**src/pms_pkg.sv**
```systemverilog
`default_nettype none
package pms_pkg;
  // ***************************************************
  // Timing
  // ***************************************************
  localparam int unsigned CLK_HZ       = 50_000_000;
  localparam int unsigned MDC_MAX_HZ   = 2_500_000;
  // Least half period of the management clock, rounded up
  localparam int unsigned MDC_MIN_HALF = (CLK_HZ + 2 * MDC_MAX_HZ - 1) / (2 * MDC_MAX_HZ);

  // ***************************************************
  // Register map
  // ***************************************************
  localparam logic [7:0]  OFS_SETUP     = 8'h00;
  localparam logic [7:0]  OFS_CTRL      = 8'h04;
  localparam logic [7:0]  OFS_WDATA     = 8'h08;
  localparam logic [7:0]  OFS_RDATA     = 8'h0C;
  localparam logic [7:0]  OFS_IRQ_STAT  = 8'h10;
  localparam logic [7:0]  OFS_IRQ_MASK  = 8'h14;
  localparam int          DIV_W         = 6;
  localparam int          SETUP_EN_BIT  = 6;
  localparam int          ADR_W         = 5;
  localparam int          CTRL_PHY_LSB  = 24;
  localparam int          CTRL_REG_LSB  = 16;
  localparam int          CTRL_OP_LSB   = 14;
  localparam int          CTRL_INIT_BIT = 11;
  localparam int          CTRL_DONE_BIT = 7;
  localparam logic [DIV_W-1:0] DIV_RST  = 6'h00;
  localparam logic [ADR_W-1:0] ADR_RST  = 5'h00;

  // ***************************************************
  // Frame format
  // ***************************************************
  localparam logic [1:0]  OP_WRITE      = 2'b01;
  localparam logic [1:0]  OP_READ       = 2'b10;
  localparam logic [31:0] PREAMBLE      = 32'hFFFFFFFF;
  localparam logic [1:0]  FRAME_START   = 2'b01;
  localparam logic [1:0]  TA_WRITE      = 2'b10;
  localparam logic [5:0]  TA_BIT        = 6'h2E;
  localparam logic [5:0]  DATA_BIT      = 6'h30;
  localparam logic [5:0]  FRAME_LAST    = 6'h3F;

  typedef enum logic [2:0] {
    PMS_IDLE  = 3'b001,
    PMS_WAIT  = 3'b010,
    PMS_SHIFT = 3'b100
  } pms_state_t;
endpackage : pms_pkg
`default_nettype wire

```
**src/pms_xfer_if.sv**
```systemverilog
`timescale 1ns/1ps
`default_nettype none
interface pms_xfer_if;
  logic        start;
  logic [1:0]  op;
  logic [4:0]  phy;
  logic [4:0]  phy_register_select;
  logic [15:0] wdata;
  logic        busy;
  logic        done;
  logic        was_read;
  logic [15:0] rdata;

  modport ctrl (output start, op, phy, phy_register_select, wdata, input busy, done, was_read, rdata);
  modport eng  (input start, op, phy, phy_register_select, wdata, output busy, done, was_read, rdata);
endinterface : pms_xfer_if
`default_nettype wire

```
**src/pms_mdc_gen.sv**
```systemverilog
`timescale 1ns/1ps
`default_nettype none
module pms_mdc_gen
  import pms_pkg::*;
#(
  parameter int DW = pms_pkg::DIV_W
) (
  input  wire logic          ref_clk,
  input  wire logic          rst,
  input  wire logic          enable,
  input  wire logic [DW-1:0] divisor,
  output logic               mdc,
  output logic               mdc_rise,
  output logic               mdc_fall
);
  logic [DW:0] cnt_r, cnt_nxt, half;
  logic        mdc_r, mdc_nxt, rise_r, rise_nxt, fall_r, fall_nxt;

  always_comb begin
    // Clamp keeps the clock legal even for a divisor of zero
    half = {1'b0, divisor} + {{DW{1'b0}}, 1'b1};
    if (half < (DW+1)'(MDC_MIN_HALF)) begin
      half = (DW+1)'(MDC_MIN_HALF);
    end
    cnt_nxt  = cnt_r + {{DW{1'b0}}, 1'b1};
    mdc_nxt  = mdc_r;
    rise_nxt = 1'b0;
    fall_nxt = 1'b0;
    // A running high phase is finished first, so disabling leaves no runt pulse
    if (!enable && !mdc_r) begin
      cnt_nxt = '0;
      mdc_nxt = 1'b0;
    end else if (cnt_r >= half - {{DW{1'b0}}, 1'b1}) begin
      cnt_nxt  = '0;
      mdc_nxt  = ~mdc_r;
      rise_nxt = ~mdc_r;
      fall_nxt = mdc_r;
    end
  end

  always_ff @(posedge ref_clk or posedge rst) begin
    if (rst) begin
      cnt_r  <= '0;
      mdc_r  <= 1'b0;
      rise_r <= 1'b0;
      fall_r <= 1'b0;
    end else begin
      cnt_r  <= cnt_nxt;
      mdc_r  <= mdc_nxt;
      rise_r <= rise_nxt;
      fall_r <= fall_nxt;
    end
  end

  assign mdc      = mdc_r;
  assign mdc_rise = rise_r;
  assign mdc_fall = fall_r;
endmodule : pms_mdc_gen
`default_nettype wire

```
**src/pms_mdio_engine.sv**
```systemverilog
`timescale 1ns/1ps
`default_nettype none
module pms_mdio_engine
  import pms_pkg::*;
(
  input  wire logic ref_clk,
  input  wire logic rst,
  input  wire logic mdc_rise,
  input  wire logic mdc_fall,
  input  wire logic mdio_in,
  output logic      mdio_o,
  output logic      mdio_oe_n,
  pms_xfer_if.eng   x
);
  pms_state_t  state_r, state_nxt;
  logic [63:0] sh_r, sh_nxt;
  logic [5:0]  cnt_r, cnt_nxt;
  logic        rd_r, rd_nxt, out_r, out_nxt, oen_r, oen_nxt, done_r, done_nxt;
  logic [15:0] rdata_r, rdata_nxt;

  always_comb begin
    state_nxt = state_r;
    sh_nxt    = sh_r;
    cnt_nxt   = cnt_r;
    rd_nxt    = rd_r;
    out_nxt   = out_r;
    oen_nxt   = oen_r;
    done_nxt  = 1'b0;
    rdata_nxt = rdata_r;
    case (state_r)
      PMS_IDLE: begin
        if (x.start) begin
          // Fields are latched here so later control writes cannot disturb the frame
          sh_nxt    = {PREAMBLE, FRAME_START, x.op, x.phy, x.phy_register_select, TA_WRITE, x.wdata};
          rd_nxt    = (x.op == OP_READ);
          state_nxt = PMS_WAIT;
        end
      end
      PMS_WAIT: begin
        // Launch on a falling edge so the first bit is settled before the PHY samples
        if (mdc_fall) begin
          out_nxt   = sh_r[63];
          oen_nxt   = 1'b0;
          cnt_nxt   = '0;
          state_nxt = PMS_SHIFT;
        end
      end
      PMS_SHIFT: begin
        if (mdc_rise && rd_r && cnt_r >= DATA_BIT) begin
          rdata_nxt = {rdata_r[14:0], mdio_in};
        end
        if (mdc_fall) begin
          if (cnt_r == FRAME_LAST) begin
            oen_nxt   = 1'b1;
            out_nxt   = 1'b1;
            done_nxt  = 1'b1;
            state_nxt = PMS_IDLE;
          end else begin
            cnt_nxt = cnt_r + 6'h01;
            sh_nxt  = {sh_r[62:0], 1'b0};
            out_nxt = sh_r[62];
            oen_nxt = rd_r && (cnt_r + 6'h01 >= TA_BIT);
          end
        end
      end
      default: state_nxt = PMS_IDLE;
    endcase
  end

  always_ff @(posedge ref_clk or posedge rst) begin
    if (rst) begin
      state_r <= PMS_IDLE;
      sh_r    <= '0;
      cnt_r   <= '0;
      rd_r    <= 1'b0;
      out_r   <= 1'b1;
      oen_r   <= 1'b1;
      done_r  <= 1'b0;
      rdata_r <= '0;
    end else begin
      state_r <= state_nxt;
      sh_r    <= sh_nxt;
      cnt_r   <= cnt_nxt;
      rd_r    <= rd_nxt;
      out_r   <= out_nxt;
      oen_r   <= oen_nxt;
      done_r  <= done_nxt;
      rdata_r <= rdata_nxt;
    end
  end

  assign x.busy     = (state_r != PMS_IDLE);
  assign x.done     = done_r;
  assign x.was_read = rd_r;
  assign x.rdata    = rdata_r;
  assign mdio_o     = out_r;
  assign mdio_oe_n  = oen_r;
endmodule : pms_mdio_engine
`default_nettype wire

```
**src/pms_phy_mgmt_master.sv**
```systemverilog
//
// Functional notes
// - Five-bit addresses; zero is an ordinary address, not broadcast
// - Management clock never above 2.5 MHz
// - Two-wire link: clock out, shared data
// - Initiate bit starts transfer with held fields
// - Opcode 01 writes, 10 reads
// - Read result lands in read data register
// - Done flag bit 7 set on completion
// - Completion seen by polling or interrupt
// - Host bus never stalled during transfer
// - Control rewrite captured, start deferred
// - Read data valid when first transfer ends
// - On-chip PHY answers only its address
//
`timescale 1ns/1ps
`default_nettype none
module pms_phy_mgmt_master
  import pms_pkg::*;
#(
  parameter logic [pms_pkg::ADR_W-1:0] internal_phy_address_param = 5'h01
) (
  input  wire logic        ref_clk,
  input  wire logic        rst,
  input  wire logic        psel,
  input  wire logic        penable,
  input  wire logic        pwrite,
  input  wire logic [7:0]  paddr,
  input  wire logic [31:0] pwdata,
  output logic [31:0]      prdata,
  output logic             pready,
  output logic             pslverr,
  output logic             mdc,
  input  wire logic        mdio_i,
  output logic             mdio_o,
  output logic             mdio_oe_n,
  input  wire logic        int_phy_mdio_i,
  output logic             int_phy_hit,
  output logic             irq
);
  import pms_pkg::*;

  // ***************************************************
  // Declarations
  // ***************************************************
  pms_xfer_if x ();

  logic [DIV_W-1:0] div_r, div_nxt;
  logic             en_r, en_nxt;
  logic [ADR_W-1:0] phy_r, phy_nxt, phy_register_select_r, phy_register_select_nxt;
  logic [1:0]       op_r, op_nxt;
  logic             init_r, init_nxt, pend_r, pend_nxt, start_r, start_nxt;
  logic             hit_r, hit_nxt, ist_r, ist_nxt, imask_r, imask_nxt;
  logic [15:0]      wdata_r, wdata_nxt, rdata_r, rdata_nxt;
  logic [31:0]      prdata_r, prdata_nxt, ctrl_val;
  logic             sync1_r, sync2_r;
  logic             mdc_rise, mdc_fall, eng_in, ready;
  logic             setup, wr_acc, rd_acc, wr_ctrl, mapped;

  // ***************************************************
  // APB decode
  // ***************************************************
  assign setup   = psel & ~penable;
  assign wr_acc  = psel & penable & pwrite;
  assign rd_acc  = psel & penable & ~pwrite;
  assign wr_ctrl = wr_acc && (paddr == OFS_CTRL);
  assign mapped  = (paddr == OFS_SETUP) || (paddr == OFS_CTRL) || (paddr == OFS_WDATA) ||
                   (paddr == OFS_RDATA) || (paddr == OFS_IRQ_STAT) || (paddr == OFS_IRQ_MASK);

  // Zero wait states: read data is fetched in the setup cycle
  assign pready  = 1'b1;
  assign pslverr = psel & penable & ~mapped;
  assign prdata  = prdata_r;

  // ***************************************************
  // Status view
  // ***************************************************
  assign ready = ~x.busy & ~pend_r & ~start_r;

  always_comb begin
    ctrl_val                                 = 32'h00000000;
    ctrl_val[CTRL_PHY_LSB +: ADR_W]          = phy_r;
    ctrl_val[CTRL_REG_LSB +: ADR_W]          = phy_register_select_r;
    ctrl_val[CTRL_OP_LSB +: 2]               = op_r;
    ctrl_val[CTRL_INIT_BIT]                  = init_r;
    ctrl_val[CTRL_DONE_BIT]                  = ready;
  end

  // ***************************************************
  // Register file and request queue
  // ***************************************************
  always_comb begin
    div_nxt    = div_r;
    en_nxt     = en_r;
    phy_nxt    = phy_r;
    phy_register_select_nxt  = phy_register_select_r;
    op_nxt     = op_r;
    init_nxt   = init_r;
    pend_nxt   = pend_r;
    wdata_nxt  = wdata_r;
    rdata_nxt  = rdata_r;
    imask_nxt  = imask_r;
    ist_nxt    = ist_r;
    prdata_nxt = prdata_r;
    hit_nxt    = hit_r;
    // Not started in a cycle that rewrites control, so the held fields stay coherent
    start_nxt  = pend_r & ~x.busy & ~start_r & en_r & ~wr_ctrl;
    if (start_nxt) begin
      pend_nxt = 1'b0;
      hit_nxt  = (phy_r == internal_phy_address_param);
    end
    if (wr_acc) begin
      case (paddr)
        OFS_SETUP: begin
          div_nxt = pwdata[DIV_W-1:0];
          en_nxt  = pwdata[SETUP_EN_BIT];
        end
        OFS_CTRL: begin
          // Captured at once; a running transfer keeps its own latched copy
          phy_nxt   = pwdata[CTRL_PHY_LSB +: ADR_W];
          phy_register_select_nxt = pwdata[CTRL_REG_LSB +: ADR_W];
          op_nxt    = pwdata[CTRL_OP_LSB +: 2];
          init_nxt  = pwdata[CTRL_INIT_BIT];
          if (pwdata[CTRL_INIT_BIT]) begin
            pend_nxt = 1'b1;
          end
        end
        OFS_WDATA:    wdata_nxt = pwdata[15:0];
        OFS_IRQ_MASK: imask_nxt = pwdata[0];
        default: ;
      endcase
    end
    if (x.done && x.was_read) begin
      rdata_nxt = x.rdata;
    end
    // Only a status bit the reader actually saw is cleared
    if (rd_acc && paddr == OFS_IRQ_STAT && prdata_r[0]) begin
      ist_nxt = 1'b0;
    end
    if (x.done) begin
      ist_nxt = 1'b1;
    end
    if (setup) begin
      case (paddr)
        OFS_SETUP:    prdata_nxt = {25'h0000000, en_r, div_r};
        OFS_CTRL:     prdata_nxt = ctrl_val;
        OFS_WDATA:    prdata_nxt = {16'h0000, wdata_r};
        OFS_RDATA:    prdata_nxt = {16'h0000, rdata_r};
        OFS_IRQ_STAT: prdata_nxt = {31'h00000000, ist_r};
        OFS_IRQ_MASK: prdata_nxt = {31'h00000000, imask_r};
        default:      prdata_nxt = 32'h00000000;
      endcase
    end
  end

  always_ff @(posedge ref_clk or posedge rst) begin
    if (rst) begin
      div_r    <= DIV_RST;
      en_r     <= 1'b0;
      phy_r    <= ADR_RST;
      phy_register_select_r  <= ADR_RST;
      op_r     <= 2'b00;
      init_r   <= 1'b0;
      pend_r   <= 1'b0;
      start_r  <= 1'b0;
      hit_r    <= 1'b0;
      wdata_r  <= 16'h0000;
      rdata_r  <= 16'h0000;
      imask_r  <= 1'b0;
      ist_r    <= 1'b0;
      prdata_r <= 32'h00000000;
    end else begin
      div_r    <= div_nxt;
      en_r     <= en_nxt;
      phy_r    <= phy_nxt;
      phy_register_select_r  <= phy_register_select_nxt;
      op_r     <= op_nxt;
      init_r   <= init_nxt;
      pend_r   <= pend_nxt;
      start_r  <= start_nxt;
      hit_r    <= hit_nxt;
      wdata_r  <= wdata_nxt;
      rdata_r  <= rdata_nxt;
      imask_r  <= imask_nxt;
      ist_r    <= ist_nxt;
      prdata_r <= prdata_nxt;
    end
  end

  assign irq = ist_r & imask_r;

  // ***************************************************
  // Link side
  // ***************************************************
  always_ff @(posedge ref_clk or posedge rst) begin
    if (rst) begin
      sync1_r <= 1'b1;
      sync2_r <= 1'b1;
    end else begin
      sync1_r <= mdio_i;
      sync2_r <= sync1_r;
    end
  end

  // Internal PHY sits on the same clock, so it skips the synchroniser
  assign eng_in      = hit_r ? int_phy_mdio_i : sync2_r;
  assign int_phy_hit = hit_r & x.busy;

  assign x.start = start_r;
  assign x.op    = op_r;
  assign x.phy   = phy_r;
  assign x.phy_register_select = phy_register_select_r;
  assign x.wdata = wdata_r;

  pms_mdc_gen #(
    .DW       (DIV_W)
  ) u_mdc (
    .ref_clk  (ref_clk),
    .rst      (rst),
    .enable   (en_r),
    .divisor  (div_r),
    .mdc      (mdc),
    .mdc_rise (mdc_rise),
    .mdc_fall (mdc_fall)
  );

  pms_mdio_engine u_eng (
    .ref_clk   (ref_clk),
    .rst       (rst),
    .mdc_rise  (mdc_rise),
    .mdc_fall  (mdc_fall),
    .mdio_in   (eng_in),
    .mdio_o    (mdio_o),
    .mdio_oe_n (mdio_oe_n),
    .x         (x)
  );

  // ***************************************************
  // Assertions
  // ***************************************************
  logic [7:0] mdc_age_r;
  always_ff @(posedge ref_clk or posedge rst) begin
    if (rst) begin
      mdc_age_r <= 8'h00;
    end else if (mdc_rise || mdc_fall) begin
      mdc_age_r <= 8'h00;
    end else if (mdc_age_r != 8'hFF) begin
      mdc_age_r <= mdc_age_r + 8'h01;
    end
  end
endmodule : pms_phy_mgmt_master
`default_nettype wire

```
**config.mk**
```make
export PLATFORM = sky130hd
export DESIGN_NAME = pms_phy_mgmt_master
export DESIGN_NICKNAME = d
export VERILOG_FILES = /design/src/pms_pkg.sv /design/src/pms_xfer_if.sv /design/src/pms_mdc_gen.sv /design/src/pms_mdio_engine.sv /design/src/pms_phy_mgmt_master.sv
export SDC_FILE = /design/constraint.sdc
export NUM_CORES = 1
export LEC_CHECK = 0
export BUFFER_PORTS_ARGS = -buffer_cell sky130_fd_sc_hd__buf_2
export CAP_MARGIN = 40
export CORE_MARGIN = 5
export CORE_UTILIZATION = 50
export DETAILED_ROUTE_END_ITERATION = 8
export GPL_ROUTABILITY_DRIVEN = 0
export GPL_TIMING_DRIVEN = 0
export HOLD_SLACK_MARGIN = 0.15
export PLACE_DENSITY = 0.69
export SYNTH_ARGS = -nofsm -noshare
export SYNTH_HDL_FRONTEND = slang
export SYNTH_SLANG_ARGS = --single-unit
export TNS_END_PERCENT = 5
```
**constraint.sdc**
```tcl
create_clock -name ref_clk -period 10.4 [get_ports ref_clk]
set_input_delay 0 -clock ref_clk [delete_from_list [all_inputs] [get_ports ref_clk]]
set_output_delay 0 -clock ref_clk [all_outputs]
set_load 0.05 [all_outputs]
```
==> impl_results.md <==
- YS warnings: 0
- Place WS: 6.48 ns
- Worst Path Required: 10.71 ns
- Seq/Total Area, Yosys: 0.546
- Global route overflow: 0
- CP most frequent cell: ha_1
- Final worst setup slack: 6.42 ns
- # port buffers: 71
- Final setup vio count: 0
- Cell count after synthesis: 747
- Clk buf depth: 2
- Proportion of power drawn by combinational gates: 0.050
- Register bit total from synthesis: 188
- Int Power: 1.14 mW
- Area growth syn-to-layout: 20.5%
- Root buffer cell: clkbuf_16
- # fillers: 1,330
- Distinct cells, synth: 68
- Clk_skew: 0.0111 ns
- First-pass DRT Iterations: 5
- Non-Filler Instances: 1,129
- Final HPWL from detailed placement: 13,800 um
- Slew Limit Headroom: 0.494
- Net Sw Frac: 0.225
- Share of cells above drive strength 1: 0.268
- CP endpoint kind: flip-flop
- Max-slew violations: 0
- Hold slack: 0.163 ns
- Startpoint type of the worst setup path: flip-flop
- Clock network fraction of total power: 0.450
- Top FF cell, synth: dfrtp_1
- Via count: 6,362
- N_diodes: 0
- Leak pwr: 5.15 nW
- Largest net degree at the start of global routing: 115
- F_max: 251 MHz
- Clk sinks: 188
- Via density per instance: 5.64
- Delay of the slowest critical-path stage: 0.42 ns
- Clock latency at the later pin of the worst-skew pair: 0.43 ns
- DRC viols: 0
- Synth Cell Area: 0.00863 mm^2
- VDD IR max: 0.000127 V
- Worst hold path class: primary input to async pin
- Placed Cells: 1,049
- Tot GR Track Use: 0.203
- Num CTS Buffers: 17
- TritonCTS clock tree: built
- CP arrival: 4.29 ns
- Initial core utilization: 0.504
- Total Routed Length: 19,800 um
- Routed len/inst: 17.5 um
- Nets@finish: 950
- Iter 0 DRT Violations: 584
- Core Area: 0.0171 mm^2
- Remaining antenna violation count: 0
- Chip height: 141 um
- First-pass GRT wire length: 32,800 um
- Top-level I/O count: 86
- Final Hold Fails: 0
- Asr flop ratio synth: 1.00
- Register share of total power: 0.500
- Worst path slowest cell: dfrtp_1
- Number of global-route vias before repair: 6,521
- Post-CTS setup buffer count: 0
- NetSw: 0.332 mW
- Worst slew pin tran: 0.754 ns
- CTS clk-pin slew, worst paths: 0.07 ns
- H-tree depth: 4
- EDFF count, synth: 0
- Pwr/cell area: 142 mW/mm^2
- WS Path Type: flip-flop to flip-flop
- # rows: 48
- CTS Hold Bufs: 48
- Critical path cell sequence: ha_1, clkbuf_1, and3_1, a31oi_1, a31oi_1, a21oi_1, ha_1, o211ai_1, xnor2_1, ha_1, a21o_1, a21o_1, a221o_1, clkbuf_1, mux2_2
- Initial antenna violation count: 0
- Die X: 141 um
- Max Cap Violations: 0
- Crit-path max FO: 10
- Fin crit share: 0.383
- Post-route minimum period: 3.98 ns
- TNS Setup: 0 ns
- Final core utilization: 0.608
- RSZ-0062 raised after global routing: false
- Status: complete, no violations
- # resized after CTS: 0
- Die area: 0.0200 mm^2
- Syn avg cell area: 11.6 um^2
## flip-flops by register name, summed over array words and instances, names as in the netlist, 2 cells and up
signal	flops
div_r	6
op_r	2
phy_r	5
phy_register_select_r	5
prdata	26
rdata_r	16
u_eng.cnt_r	6
u_eng.sh_r	64
u_eng.state_r	3
u_eng.x.rdata	16
u_mdc.cnt_r	7
wdata_r	16
## cell type report
cell class,instances,area [um^2],area share
inverter,10,45.0,0.00433
clock buffer,18,429,0.0413
buffer,52,262,0.0251
tap,225,282,0.0271
timing repair buffer,120,863,0.0830
clock inverter,14,170,0.0164
multi-input combinational,502,3640,0.350
sequential,188,4710,0.453
## worst paths after layout
kind / start / end / slack [ns] / cells after the start
max: div_r[1] / u_mdc.mdc / 6.42 / 15
min: rst / u_mdc.cnt_r[6] / 0.16 / 3
max reg2reg: div_r[1] / u_mdc.mdc / 6.42 / 15
min reg2reg: sync1_r / sync2_r / 0.36 / 0
max in group asynchronous: rst / prdata[4] / 9.30 / 4
min in group ref_clk: paddr[2] / prdata[0] / 0.21 / 5
## cells in the mapped netlist, types with 3 or more instances
master	number	area (um^2)
a32o_1	3	30.0
xnor2_1	7	61.3
clkbuf_1	29	109
mux2i_1	7	70.1
a22oi_1	9	67.6
o31ai_1	9	67.6
a21oi_1	9	45.0
nor2_1	23	86.3
a31oi_1	11	68.8
nand2_1	122	458
nor2b_1	10	62.6
o21ai_0	16	80.1
nand2b_1	8	50.1
dfrtp_1	183	4580
and3_1	8	50.1
ha_1	12	150
o22ai_1	3	18.8
inv_1	10	37.5
o22a_1	35	307
mux2_2	98	1100
nor4_1	3	18.8
buf_4	10	75.1
o2bb2ai_1	3	26.3
nand3_1	7	35.0
buf_2	9	45.0
and2_1	4	25.0
or2_2	3	18.8
dfstp_2	5	131
nor3b_1	3	22.5
nand4_1	6	37.5
nand3b_1	4	30.0
a22o_1	11	96.3
xor2_1	5	43.8
nor3_1	12	60.1
a21o_1	6	45.0
## critical path, delay by kind of cell (launching register included)
kind | cells | cell delay (ns)
and+or+nand+nor | 1 | 0.29
buffers and inverters | 2 | 0.43
AOI/OAI and AO/OA | 7 | 1.51
muxes | 1 | 0.31
adders and majority gates | 3 | 0.68
xor gates and xnor gates | 1 | 0.23
DFF | 1 | 0.42
## power by group through the flow
stage	logic (mW)	registers (mW)	clock network [mW]
floorplan	0.0395	0.751	0
CTS	0.0736	0.737	0.669
finish	0.0731	0.737	0.664
detailed placement	0.0614	0.751	0
global placement	0.0578	0.751	0
global route	0.0811	0.737	0.702
## cells by family after synthesis
group                      synth area share
AOI/OAI and AO/OA                     0.118
other                              0.000870
DFF                                   0.546
xor gates and xnor gates             0.0122
muxes                                 0.138
adders and majority gates            0.0174
and+or+nand+nor                       0.134
buffers and inverters                0.0346
## layout by cell type, fill, tap and decap left out, types with 9 or more instances in the layout
cell,n
a21oi_1,9
a22o_1,11
a22oi_1,9
a31oi_1,11
buf_2,80
buf_4,10
clkbuf_1,30
clkbuf_16,17
dfrtp_1,183
dlygate4sd3_1,48
ha_1,12
inv_1,9
mux2_2,98
nand2_1,122
nor2_1,23
nor2b_1,10
nor3_1,12
o21ai_0,16
o22a_1,35
o31ai_1,9
## through the flow
step	total power, mW	instance area [um^2]
global route	1.52	10400
CTS	1.48	10400
floorplan	0.790	8650
detailed placement	0.813	9320
finish	1.47	10400
global placement	0.809	9290
## metal layers
| layer | share of wire | wire (um) | track usage | up-vias |
|---|---|---|---|---|
| li1 | - | - | - | 2949 |
| met1 | 0.45 | 8840 | 0.272 | 3199 |
| met2 | 0.50 | 9870 | 0.339 | 179 |
| met3 | 0.040 | 787 | 0.0361 | 35 |
| met4 | 0.016 | 309 | 0.0596 | 0 |
| met5 | 0 | 0 | 0 | - |
No activity file was read; power rests on OpenSTA's default activity.
